--- config.mk ---
export PLATFORM = sky130hd
export DESIGN_NAME = host_mac_filter_and_phy_mgmt
export DESIGN_NICKNAME = d
export VERILOG_FILES = /design/src/rtl/host_mac_pkg.sv /design/src/rtl/eeprom_addr_if.sv /design/src/rtl/eeprom_addr_capture.sv /design/src/rtl/host_mac_filter_and_phy_mgmt.sv
export SDC_FILE = /design/constraint.sdc
export NUM_CORES = 1
export LEC_CHECK = 0
export BUFFER_PORTS_ARGS = -buffer_cell sky130_fd_sc_hd__clkbuf_2
export CAP_MARGIN = 20
export CORE_MARGIN = 3
export CORE_UTILIZATION = 61
export DETAILED_ROUTE_END_ITERATION = 12
export PLACE_DENSITY = 0.85
export SYNTH_ARGS = -nofsm -noshare
export SYNTH_HDL_FRONTEND = slang
export SYNTH_HIERARCHICAL = 1
export SYNTH_SLANG_ARGS = --single-unit
export TNS_END_PERCENT = 1
--- constraint.sdc ---
create_clock -name pclk -period 3.2 [get_ports pclk]
set_clock_uncertainty 0.2 [all_clocks]
set_input_delay 0.16 -clock pclk [delete_from_list [all_inputs] [get_ports pclk]]
set_output_delay 0.16 -clock pclk [all_outputs]
set_load 0.01 [all_outputs]
--- src/rtl/host_mac_pkg.sv ---
// Package: register map, field layout and reset values of the host MAC
// filter and PHY management block.
// Assumes an APB slave with 32-bit data; register byte address = 4 * index.
`default_nettype none
package host_mac_pkg;
  // ==========================================================================
  // Register indices and APB address width
  localparam logic [3:0] IDX_STATION_ADDRESS_LOW = 4'h3;
  localparam logic [3:0] IDX_MULTICAST_HASH_UPPER = 4'h4;
  localparam logic [3:0] IDX_MULTICAST_HASH_LOWER = 4'h5;
  localparam logic [3:0] IDX_PHY_MGMT_ACCESS_CONTROL = 4'h6;
  localparam logic [3:0] IDX_PHY_MGMT_DATA = 4'h7;
  localparam logic [3:0] IDX_HOST_MAC_CONTROL = 4'h8;
  localparam logic [3:0] IDX_STATION_ADDRESS_HIGH = 4'h9;
  localparam int ADDR_W = 8;
  // ==========================================================================
  // Reset values
  localparam logic [31:0] RST_STATION_ADDRESS_LOW = 32'h0FFFFFFF;
  localparam logic [15:0] RST_STATION_ADDRESS_HIGH = 16'hFFFF;
  localparam logic [31:0] RST_HASH = 32'h00000000;
  localparam logic [15:0] RST_PHY_DATA = 16'h0000;
  localparam logic [4:0] RST_PHY_FIELD = 5'h00;
  // ==========================================================================
  // Field positions and the EEPROM address byte count
  localparam int ACC_BUSY_BIT = 0;
  localparam int ACC_DIR_BIT = 1;
  localparam int ACC_INDEX_LSB = 6;
  localparam int ACC_PHY_LSB = 11;
  localparam int CTRL_ACCEPT_ALL_MC_BIT = 0;
  localparam int EE_BYTES = 6;
  // ==========================================================================
  // Management engine states, one-hot
  typedef enum logic [2:0] {
    MG_IDLE = 3'b001,
    MG_REQ  = 3'b010,
    MG_WAIT = 3'b100
  } mgmt_state_t;
endpackage : host_mac_pkg
`default_nettype wire

--- src/rtl/eeprom_addr_if.sv ---
// Interface carrying station-address bytes from the EEPROM capture
// module into the register bank.
// Assumes the register bank is the only consumer.
`default_nettype none
interface eeprom_addr_if;
  logic load_valid;
  logic [47:0] address;
  modport src (output load_valid, output address);
  modport dst (input load_valid, input address);
endinterface : eeprom_addr_if
`default_nettype wire

--- src/rtl/eeprom_addr_capture.sv ---
// Collects EEPROM bytes 01h..06h into a 48-bit station address.
// Assumes the loader presents one byte per strobe with its EEPROM address.
`default_nettype none
module eeprom_addr_capture
  import host_mac_pkg::*;
(
  input wire logic pclk,            // system clock
  input wire logic presetn,         // async reset, low
  input wire logic ee_byte_valid,   // loader byte strobe
  input wire logic [7:0] ee_byte_addr, // EEPROM byte address
  input wire logic [7:0] ee_byte_data, // EEPROM byte value
  input wire logic ee_load_done,    // loader finished, EEPROM programmed
  eeprom_addr_if.src out            // captured address to register bank
);
  logic [47:0] addr_reg;
  logic done_reg;

  // ==========================================================================
  // Byte lanes: EEPROM byte 01h+k lands in address byte k
  genvar k;
  for (k = 0; k < EE_BYTES; k++) begin : g_lane
    always_ff @(posedge pclk or negedge presetn) begin
      if (!presetn) begin
        addr_reg[8*k +: 8] <= 8'h00;
      end else if (ee_byte_valid && ee_byte_addr == 8'(k + 1)) begin
        addr_reg[8*k +: 8] <= ee_byte_data;
      end
    end
  end

  // One-cycle load pulse on loader completion edge
  always_ff @(posedge pclk or negedge presetn) begin
    if (!presetn) begin
      done_reg <= 1'b0;
    end else begin
      done_reg <= ee_load_done;
    end
  end

  assign out.load_valid = ee_load_done && !done_reg;
  assign out.address = addr_reg;
endmodule : eeprom_addr_capture
`default_nettype wire

--- src/rtl/host_mac_filter_and_phy_mgmt.sv ---
// Host MAC station address, multicast hash filter and PHY management access.
// Assumes an APB master, an EEPROM loader byte stream and an internal PHY
// management port with request/done handshake.
// Limitation: one PHY access at a time; access or data
// writes while busy are dropped.
//
// The APB slave port was decided locally.

`default_nettype none
module host_mac_filter_and_phy_mgmt
  import host_mac_pkg::*;
(
  input wire logic pclk,              // system clock, 200 MHz
  input wire logic presetn,           // async reset, low
  // APB slave
  input wire logic psel,              // slave select
  input wire logic penable,           // access phase
  input wire logic pwrite,            // write transfer
  input wire logic [ADDR_W-1:0] paddr, // byte address
  input wire logic [31:0] pwdata,     // write data
  output logic [31:0] prdata,         // read data
  output logic pready,                // transfer done
  output logic pslverr,               // unmapped address
  // EEPROM loader
  input wire logic ee_byte_valid,     // loader byte strobe
  input wire logic [7:0] ee_byte_addr, // EEPROM byte address
  input wire logic [7:0] ee_byte_data, // EEPROM byte value
  input wire logic ee_load_done,      // programmed EEPROM fully read
  // Frame filter
  input wire logic frame_to_host,     // fabric forwards frame to host MAC
  input wire logic frame_multicast,   // frame has group destination
  input wire logic [5:0] frame_hash,  // destination address hash
  output logic frame_accept,          // host MAC accepts frame
  output logic frame_accept_valid,    // decision valid, one cycle
  // PHY management port
  output logic mgmt_req,              // access request, level until done
  output logic mgmt_write,            // 1 write, 0 read
  output logic [4:0] mgmt_phy,        // target PHY
  output logic [4:0] mgmt_reg,        // register within PHY
  output logic [15:0] mgmt_wdata,     // write value
  input wire logic mgmt_done,         // access complete pulse
  input wire logic [15:0] mgmt_rdata, // read value, valid with done
  output logic [47:0] station_address // current station address
);
  eeprom_addr_if ee_if ();

  // Register bank storage
  logic [31:0] station_address_low_reg;
  logic [15:0] station_address_high_reg;
  logic [31:0] multicast_hash_upper_reg;
  logic [31:0] multicast_hash_lower_reg;
  logic accept_all_multicast_reg;
  logic [4:0] target_phy_select_reg;
  logic [4:0] phy_register_index_reg;
  logic access_direction_write_reg;
  logic access_in_progress_reg;
  logic [15:0] phy_mgmt_data_reg;

  // Engine state and APB helpers
  mgmt_state_t state_reg;
  mgmt_state_t state_next;
  logic [31:0] prdata_next;
  logic wr_en;
  logic rd_en;
  logic [3:0] idx;
  logic mapped;
  logic hash_bit;

  // EEPROM byte capture, load pulse on completion
  eeprom_addr_capture u_capture (
    .pclk(pclk),
    .presetn(presetn),
    .ee_byte_valid(ee_byte_valid),
    .ee_byte_addr(ee_byte_addr),
    .ee_byte_data(ee_byte_data),
    .ee_load_done(ee_load_done),
    .out(ee_if.src)
  );

  // ==========================================================================
  // APB decode
  // Misaligned or out-of-range offsets are unmapped
  assign idx = paddr[5:2];
  assign mapped = (paddr[ADDR_W-1:6] == '0)
                  && (paddr[1:0] == 2'b00)
                  && (idx >= IDX_STATION_ADDRESS_LOW)
                  && (idx <= IDX_STATION_ADDRESS_HIGH);
  // Writes land in access phase; reads captured in setup
  assign wr_en = psel && penable && pwrite && mapped;
  assign rd_en = psel && !penable && !pwrite;

  // Zero-wait answer: pready high throughout every access phase
  // so pready and pslverr stand one cycle each; prdata holds until the next read setup
  always_ff @(posedge pclk or negedge presetn) begin
    if (!presetn) begin
      pready <= 1'b0;
      pslverr <= 1'b0;
    end else begin
      pready <= psel && !penable;
      pslverr <= psel && !penable && !mapped;
    end
  end

  // Read mux, registered in the setup cycle so prdata comes from a flop
  always_comb begin
    prdata_next = 32'h00000000;
    // Reserved bits read back as zero
    case (idx)
      IDX_STATION_ADDRESS_LOW: prdata_next = station_address_low_reg;
      IDX_MULTICAST_HASH_UPPER: prdata_next = multicast_hash_upper_reg;
      IDX_MULTICAST_HASH_LOWER: prdata_next = multicast_hash_lower_reg;
      IDX_PHY_MGMT_ACCESS_CONTROL: prdata_next = {16'h0000, target_phy_select_reg,
        phy_register_index_reg, 4'h0, access_direction_write_reg, access_in_progress_reg};
      IDX_PHY_MGMT_DATA: prdata_next = {16'h0000, phy_mgmt_data_reg};
      IDX_HOST_MAC_CONTROL: prdata_next = {31'h00000000, accept_all_multicast_reg};
      IDX_STATION_ADDRESS_HIGH: prdata_next = {16'h0000, station_address_high_reg};
      default: prdata_next = 32'h00000000;
    endcase
    // Unmapped offsets always read zero
    if (!mapped) begin
      prdata_next = 32'h00000000;
    end
  end

  // Only read setups refresh prdata
  always_ff @(posedge pclk or negedge presetn) begin
    if (!presetn) begin
      prdata <= 32'h00000000;
    end else if (rd_en) begin
      prdata <= prdata_next;
    end
  end

  // ==========================================================================
  // Station address: EEPROM load, then software writes win afterwards
  // A write in the load cycle is lost; write after init
  always_ff @(posedge pclk or negedge presetn) begin
    if (!presetn) begin
      station_address_low_reg <= RST_STATION_ADDRESS_LOW;
      station_address_high_reg <= RST_STATION_ADDRESS_HIGH;
    end else if (ee_if.load_valid) begin
      station_address_low_reg <= ee_if.address[31:0];
      station_address_high_reg <= ee_if.address[47:32];
    end else if (wr_en && idx == IDX_STATION_ADDRESS_LOW) begin
      station_address_low_reg <= pwdata;
    end else if (wr_en && idx == IDX_STATION_ADDRESS_HIGH) begin
      station_address_high_reg <= pwdata[15:0];
    end
  end

  // Mirror for the datapath, one cycle behind
  always_ff @(posedge pclk or negedge presetn) begin
    if (!presetn) begin
      station_address <= {RST_STATION_ADDRESS_HIGH, RST_STATION_ADDRESS_LOW};
    end else begin
      station_address <= {station_address_high_reg, station_address_low_reg};
    end
  end

  // ==========================================================================
  // Hash table and control
  // Both halves and the accept-all bit reset to zero
  always_ff @(posedge pclk or negedge presetn) begin
    if (!presetn) begin
      multicast_hash_upper_reg <= RST_HASH;
      multicast_hash_lower_reg <= RST_HASH;
      accept_all_multicast_reg <= 1'b0;
    end else if (wr_en) begin
      if (idx == IDX_MULTICAST_HASH_UPPER) begin
        multicast_hash_upper_reg <= pwdata;
      end
      if (idx == IDX_MULTICAST_HASH_LOWER) begin
        multicast_hash_lower_reg <= pwdata;
      end
      if (idx == IDX_HOST_MAC_CONTROL) begin
        accept_all_multicast_reg <= pwdata[CTRL_ACCEPT_ALL_MC_BIT];
      end
    end
  end

  // Top hash bit picks the half, low five bits pick the bit
  // so 000000 is lower bit 0, 111111 is upper bit 31
  assign hash_bit = frame_hash[5] ? multicast_hash_upper_reg[frame_hash[4:0]]
                                  : multicast_hash_lower_reg[frame_hash[4:0]];

  // Decision only for host-bound frames; unicast passes this stage
  // Registered, so the verdict is a clean pulse
  always_ff @(posedge pclk or negedge presetn) begin
    if (!presetn) begin
      frame_accept <= 1'b0;
      frame_accept_valid <= 1'b0;
    end else begin
      frame_accept_valid <= frame_to_host;
      frame_accept <= frame_to_host &&
        (!frame_multicast || accept_all_multicast_reg || hash_bit);
    end
  end

  // ==========================================================================
  // Access register fields; frozen while busy so a stray write cannot
  // retarget an access in flight
  // A write with busy clear may only set up fields
  always_ff @(posedge pclk or negedge presetn) begin
    if (!presetn) begin
      target_phy_select_reg <= RST_PHY_FIELD;
      phy_register_index_reg <= RST_PHY_FIELD;
      access_direction_write_reg <= 1'b0;
    end else if (wr_en && idx == IDX_PHY_MGMT_ACCESS_CONTROL && !access_in_progress_reg) begin
      target_phy_select_reg <= pwdata[ACC_PHY_LSB +: 5];
      phy_register_index_reg <= pwdata[ACC_INDEX_LSB +: 5];
      access_direction_write_reg <= pwdata[ACC_DIR_BIT];
    end
  end

  // Busy: set by the write, cleared only by completion
  // Set needs idle, clear needs busy: never together
  always_ff @(posedge pclk or negedge presetn) begin
    if (!presetn) begin
      access_in_progress_reg <= 1'b0;
    end else if (wr_en && idx == IDX_PHY_MGMT_ACCESS_CONTROL && !access_in_progress_reg
                 && pwdata[ACC_BUSY_BIT]) begin
      access_in_progress_reg <= 1'b1;
    end else if (state_reg == MG_WAIT && mgmt_done) begin
      access_in_progress_reg <= 1'b0;
    end
  end

  // Data register: software value, or PHY read result at completion
  // Software writes are blocked while busy
  always_ff @(posedge pclk or negedge presetn) begin
    if (!presetn) begin
      phy_mgmt_data_reg <= RST_PHY_DATA;
    end else if (state_reg == MG_WAIT && mgmt_done && !access_direction_write_reg) begin
      phy_mgmt_data_reg <= mgmt_rdata;
    end else if (wr_en && idx == IDX_PHY_MGMT_DATA && !access_in_progress_reg) begin
      phy_mgmt_data_reg <= pwdata[15:0];
    end
  end

  // ==========================================================================
  // Management engine
  // IDLE waits for busy, REQ launches, WAIT holds to done;
  // a done pulse outside WAIT is ignored
  always_comb begin
    state_next = state_reg;
    case (state_reg)
      MG_IDLE: begin
        if (access_in_progress_reg) begin
          state_next = MG_REQ;
        end
      end
      MG_REQ: begin
        state_next = MG_WAIT;
      end
      MG_WAIT: begin
        if (mgmt_done) begin
          state_next = MG_IDLE;
        end
      end
      default: state_next = MG_IDLE;
    endcase
  end

  // State register
  always_ff @(posedge pclk or negedge presetn) begin
    if (!presetn) begin
      state_reg <= MG_IDLE;
    end else begin
      state_reg <= state_next;
    end
  end

  // Request outputs registered; held steady for the whole access
  // Fields are frozen while busy, so copies cannot move
  always_ff @(posedge pclk or negedge presetn) begin
    if (!presetn) begin
      mgmt_req <= 1'b0;
      mgmt_write <= 1'b0;
      mgmt_phy <= 5'h00;
      mgmt_reg <= 5'h00;
      mgmt_wdata <= 16'h0000;
    end else begin
      mgmt_req <= (state_next == MG_REQ) || (state_next == MG_WAIT);
      mgmt_write <= access_direction_write_reg;
      mgmt_phy <= target_phy_select_reg;
      mgmt_reg <= phy_register_index_reg;
      mgmt_wdata <= phy_mgmt_data_reg;
    end
  end
endmodule : host_mac_filter_and_phy_mgmt
`default_nettype wire

==> flow_summary_export.csv <==
group,metric,value,unit
layout,drive_gt1_share,39.1,%
grt,grt_pass1_wl,55700,um
logic_synthesis,synthTopCellsByArea,"dfrtp_1, dfstp_2, mux2_1, mux2_2, mux2i_1",
sta,slew_headroom,36.8,%
logic_synthesis,synth-edff-count,0,
worst_setup_path,reg2reg_to,"frame_accept",
clocking,cts_setup_buffers,0,
grt,grt_usage,32.8,%
worst_setup_path,cp-end-kind,"register",
worst_hold_path,min_from,"ee_byte_addr[7]",
logic_synthesis,synth-main-ff-cell,"dfrtp_1",
clocking,cts_max_level,1,
worst_hold_path,min_to,"u_capture/out.address[26]",
logic_synthesis,synth_common_cells,"dfrtp_1, mux2_1, dfstp_2",
floorplanning,die_x,149,um
logic_synthesis,synth_area_leader_cell,"dfrtp_1",
logic_synthesis,ys_async_sr_fraction,100,%
flow_run,cap_violations,0,
worst_setup_path,path_class,"register to register",
clocking,cts_resized,0,
sta,grt_setup_unrepaired,"no",
worst_setup_path,critical_path_arrival,3.11,ns
logic_synthesis,yosys.area.top_type_share,43.4,%
sta,fin_crit_sh,89.9,%
clocking,path_clk_slew,0.06,ns
sta,finalSetupTns,0,ns
floorplanning,ios,200,
worst_setup_path,reg2reg_slack,0.32,ns
routing,final_antenna_net_count,0,
clocking,cts_buffers,30,
worst_setup_path,max_stage_delay,0.58,ns
logic_synthesis,syn_inst,866,
place,dpl.hpwl,22400,um
grt,overflow,0,
grt,grt_start_max_net_pins,124,
power,power_density,528,nW/um^2
sta,tightest_slew,0.947,ns
worst_setup_path,path_cells,"mux4_2, mux2i_1, a221oi_1, dlygate4sd3_1, o21ai_0, dlygate4sd3_1, a21boi_1",
logic_synthesis,avgSynthCellArea,14.4,um^2
routing,dr.pass1.iters,9,
worst_setup_path,path_max_fanout,3,
worst_setup_path,cp-start-kind,"register",
worst_setup_path,r2r-start,"multicast_hash_lower_reg[23]",
clocking,clockBufferDepth,3,
sta,finalMaxSlewViolations,0,
routing,drt_iter0_drc,1226,
clocking,clkLatencyLatePin,0.55,ns
worst_setup_path,cp_slowest_cell,"dlygate4sd3_1",
layout,antenna_cells,0,
worst_hold_path,whs_path_depth,4,
layout,area_growth_syn_to_layout,26.2,%
place,gp_congestion,0.879,
power,total_power,8300,uW
routing,routed_wl,36500,um
floorplanning,initial_core_util,62.9,%
logic_synthesis,synth_cell_types,48,
floorplanning,die_h,149,um
logic_synthesis,netlist_area,12400,um^2
grt,antenna_found_initial,0,
sta,hold_viol,0,
outcome,run_status,"complete, no violations",
logic_synthesis,synth_nets,954,
logic_synthesis,seq_area_frac_synth,62.2,%
sta,hold_ws,0.0532,ns
worst_setup_path,r2r_cells,7,
clocking,cts-root-buf,"clkbuf_16",
logic_synthesis,ys_ff_latch,305,
sta,post-route-min-period,2.88,ns
routing,drc,0,
grt,grt_pass1_vias,9601,
sta,setup_violations,0,
routing,viasPerCell,6.36,
logic_synthesis,ys_warn_count,6,
power,p_leak,0.00790,uW
clocking,clock-sinks,305,
worst_setup_path,required,3.43,ns
worst_hold_path,hp-class,"input pin to register",
floorplanning,rows,51,
worst_setup_path,crit_top_cell,"dlygate4sd3_1",
power,vdd_drop_max,0.411,mV
place,numPortBuffers,199,
clocking,hold_buffers,84,
routing,vias,9164,
floorplanning,core_area,19800,um^2
clocking,cts_tree,"built",
sta,max_clock_freq,0.348,GHz
routing,drt-wirelength-per-cell,25.4,um
logic_synthesis,synthMostInstantiatedCell,"dfrtp_1",
floorplanning,die-area,22200,um^2
layout,nets,1241,
## cell families after synthesis
kind of cell | Yosys count | share of synthesized area (%)
buf+inv | 55 | 2.04
mux | 231 | 21.7
flops | 305 | 62.2
simple gates | 119 | 5.03
compound gates | 156 | 9.04
## through the flow
| step | std cells | worst slack, ns | instance area [um^2] | utilization, % |
|---|---|---|---|---|
| final | 1441 | 0.323 | 15700 | 79.4 |
| after global routing | 1441 | 0.259 | 15700 | 79.4 |
| after CTS | 1441 | 0.388 | 15700 | 79.4 |
| after detailed placement | 1302 | 0.704 | 13800 | 70.0 |
| after global placement | 1302 | 0.824 | 13800 | 70.0 |
| after floorplan | 866 | 1.02 | 12400 | - |
## report_power, final
part | switching [uW] | total, uW | internal, uW
registers | 79.3 | 4100 | 4020
clock network | 1460 | 3630 | 2180
logic | 326 | 565 | 239
## metal layers
layer  wire length [um]  track usage (%)  part of all wire (%)  up-vias
met5                  0                0                     0        -
met4               1180             11.2                   3.2        0
met3               3910             7.96                    11      105
met2              17700             53.7                    48      610
met1              13700             43.6                    38     4637
li1                   -                -                     -     3812
## worst max-delay path: cells and delay by family (launching register included)
| kind | cells | cell delay, ns |
|---|---|---|
| muxes | 2 | 0.73 |
| DFF | 1 | 0.41 |
| buffers and inverters | 2 | 1.15 |
| AOI/OAI and AO/OA | 3 | 0.27 |
## layout make-up
type	instances	area, um^2
Sequential cell	305	7740
Multi-Input combinational cell	506	4490
Fill cell	1057	4070
Timing Repair Buffer	308	2110
Clock buffer	46	902
Tap cell	265	332
Clock inverter	9	129
Inverter	2	7.51
## how the worst max path moves through the flow
stage / from / endpoint / slack [ns] / cells past startpoint
after floorplan: state_reg[1] / phy_mgmt_data_reg[10] / 1.02 / 6
after global placement: paddr[3] / target_phy_select_reg[3] / 0.82 / 5
after detailed placement: paddr[3] / target_phy_select_reg[4] / 0.70 / 5
after CTS: multicast_hash_lower_reg[22] / frame_accept / 0.39 / 7
after global routing: multicast_hash_lower_reg[23] / frame_accept / 0.26 / 7
final: multicast_hash_lower_reg[23] / frame_accept / 0.32 / 7
## layout by cell type, fill, tap and decap left out, types with 8 or more instances in the layout
master	synthesis	routed
clkbuf_2	1	198
nor2_1	9	9
nand2_1	71	71
o21ai_0	10	10
a21o_1	11	11
dfrtp_1	216	216
mux2i_1	56	56
o21ai_1	59	59
dfstp_2	89	89
mux2_2	69	69
dlygate4sd3_1	0	84
mux4_2	15	15
mux2_1	91	91
a222oi_1	42	42
clkbuf_16	0	31
buf_4	2	19
clkbuf_1	27	8
a211oi_1	11	11
Note: power is estimated with default switching activity, not from simulation.
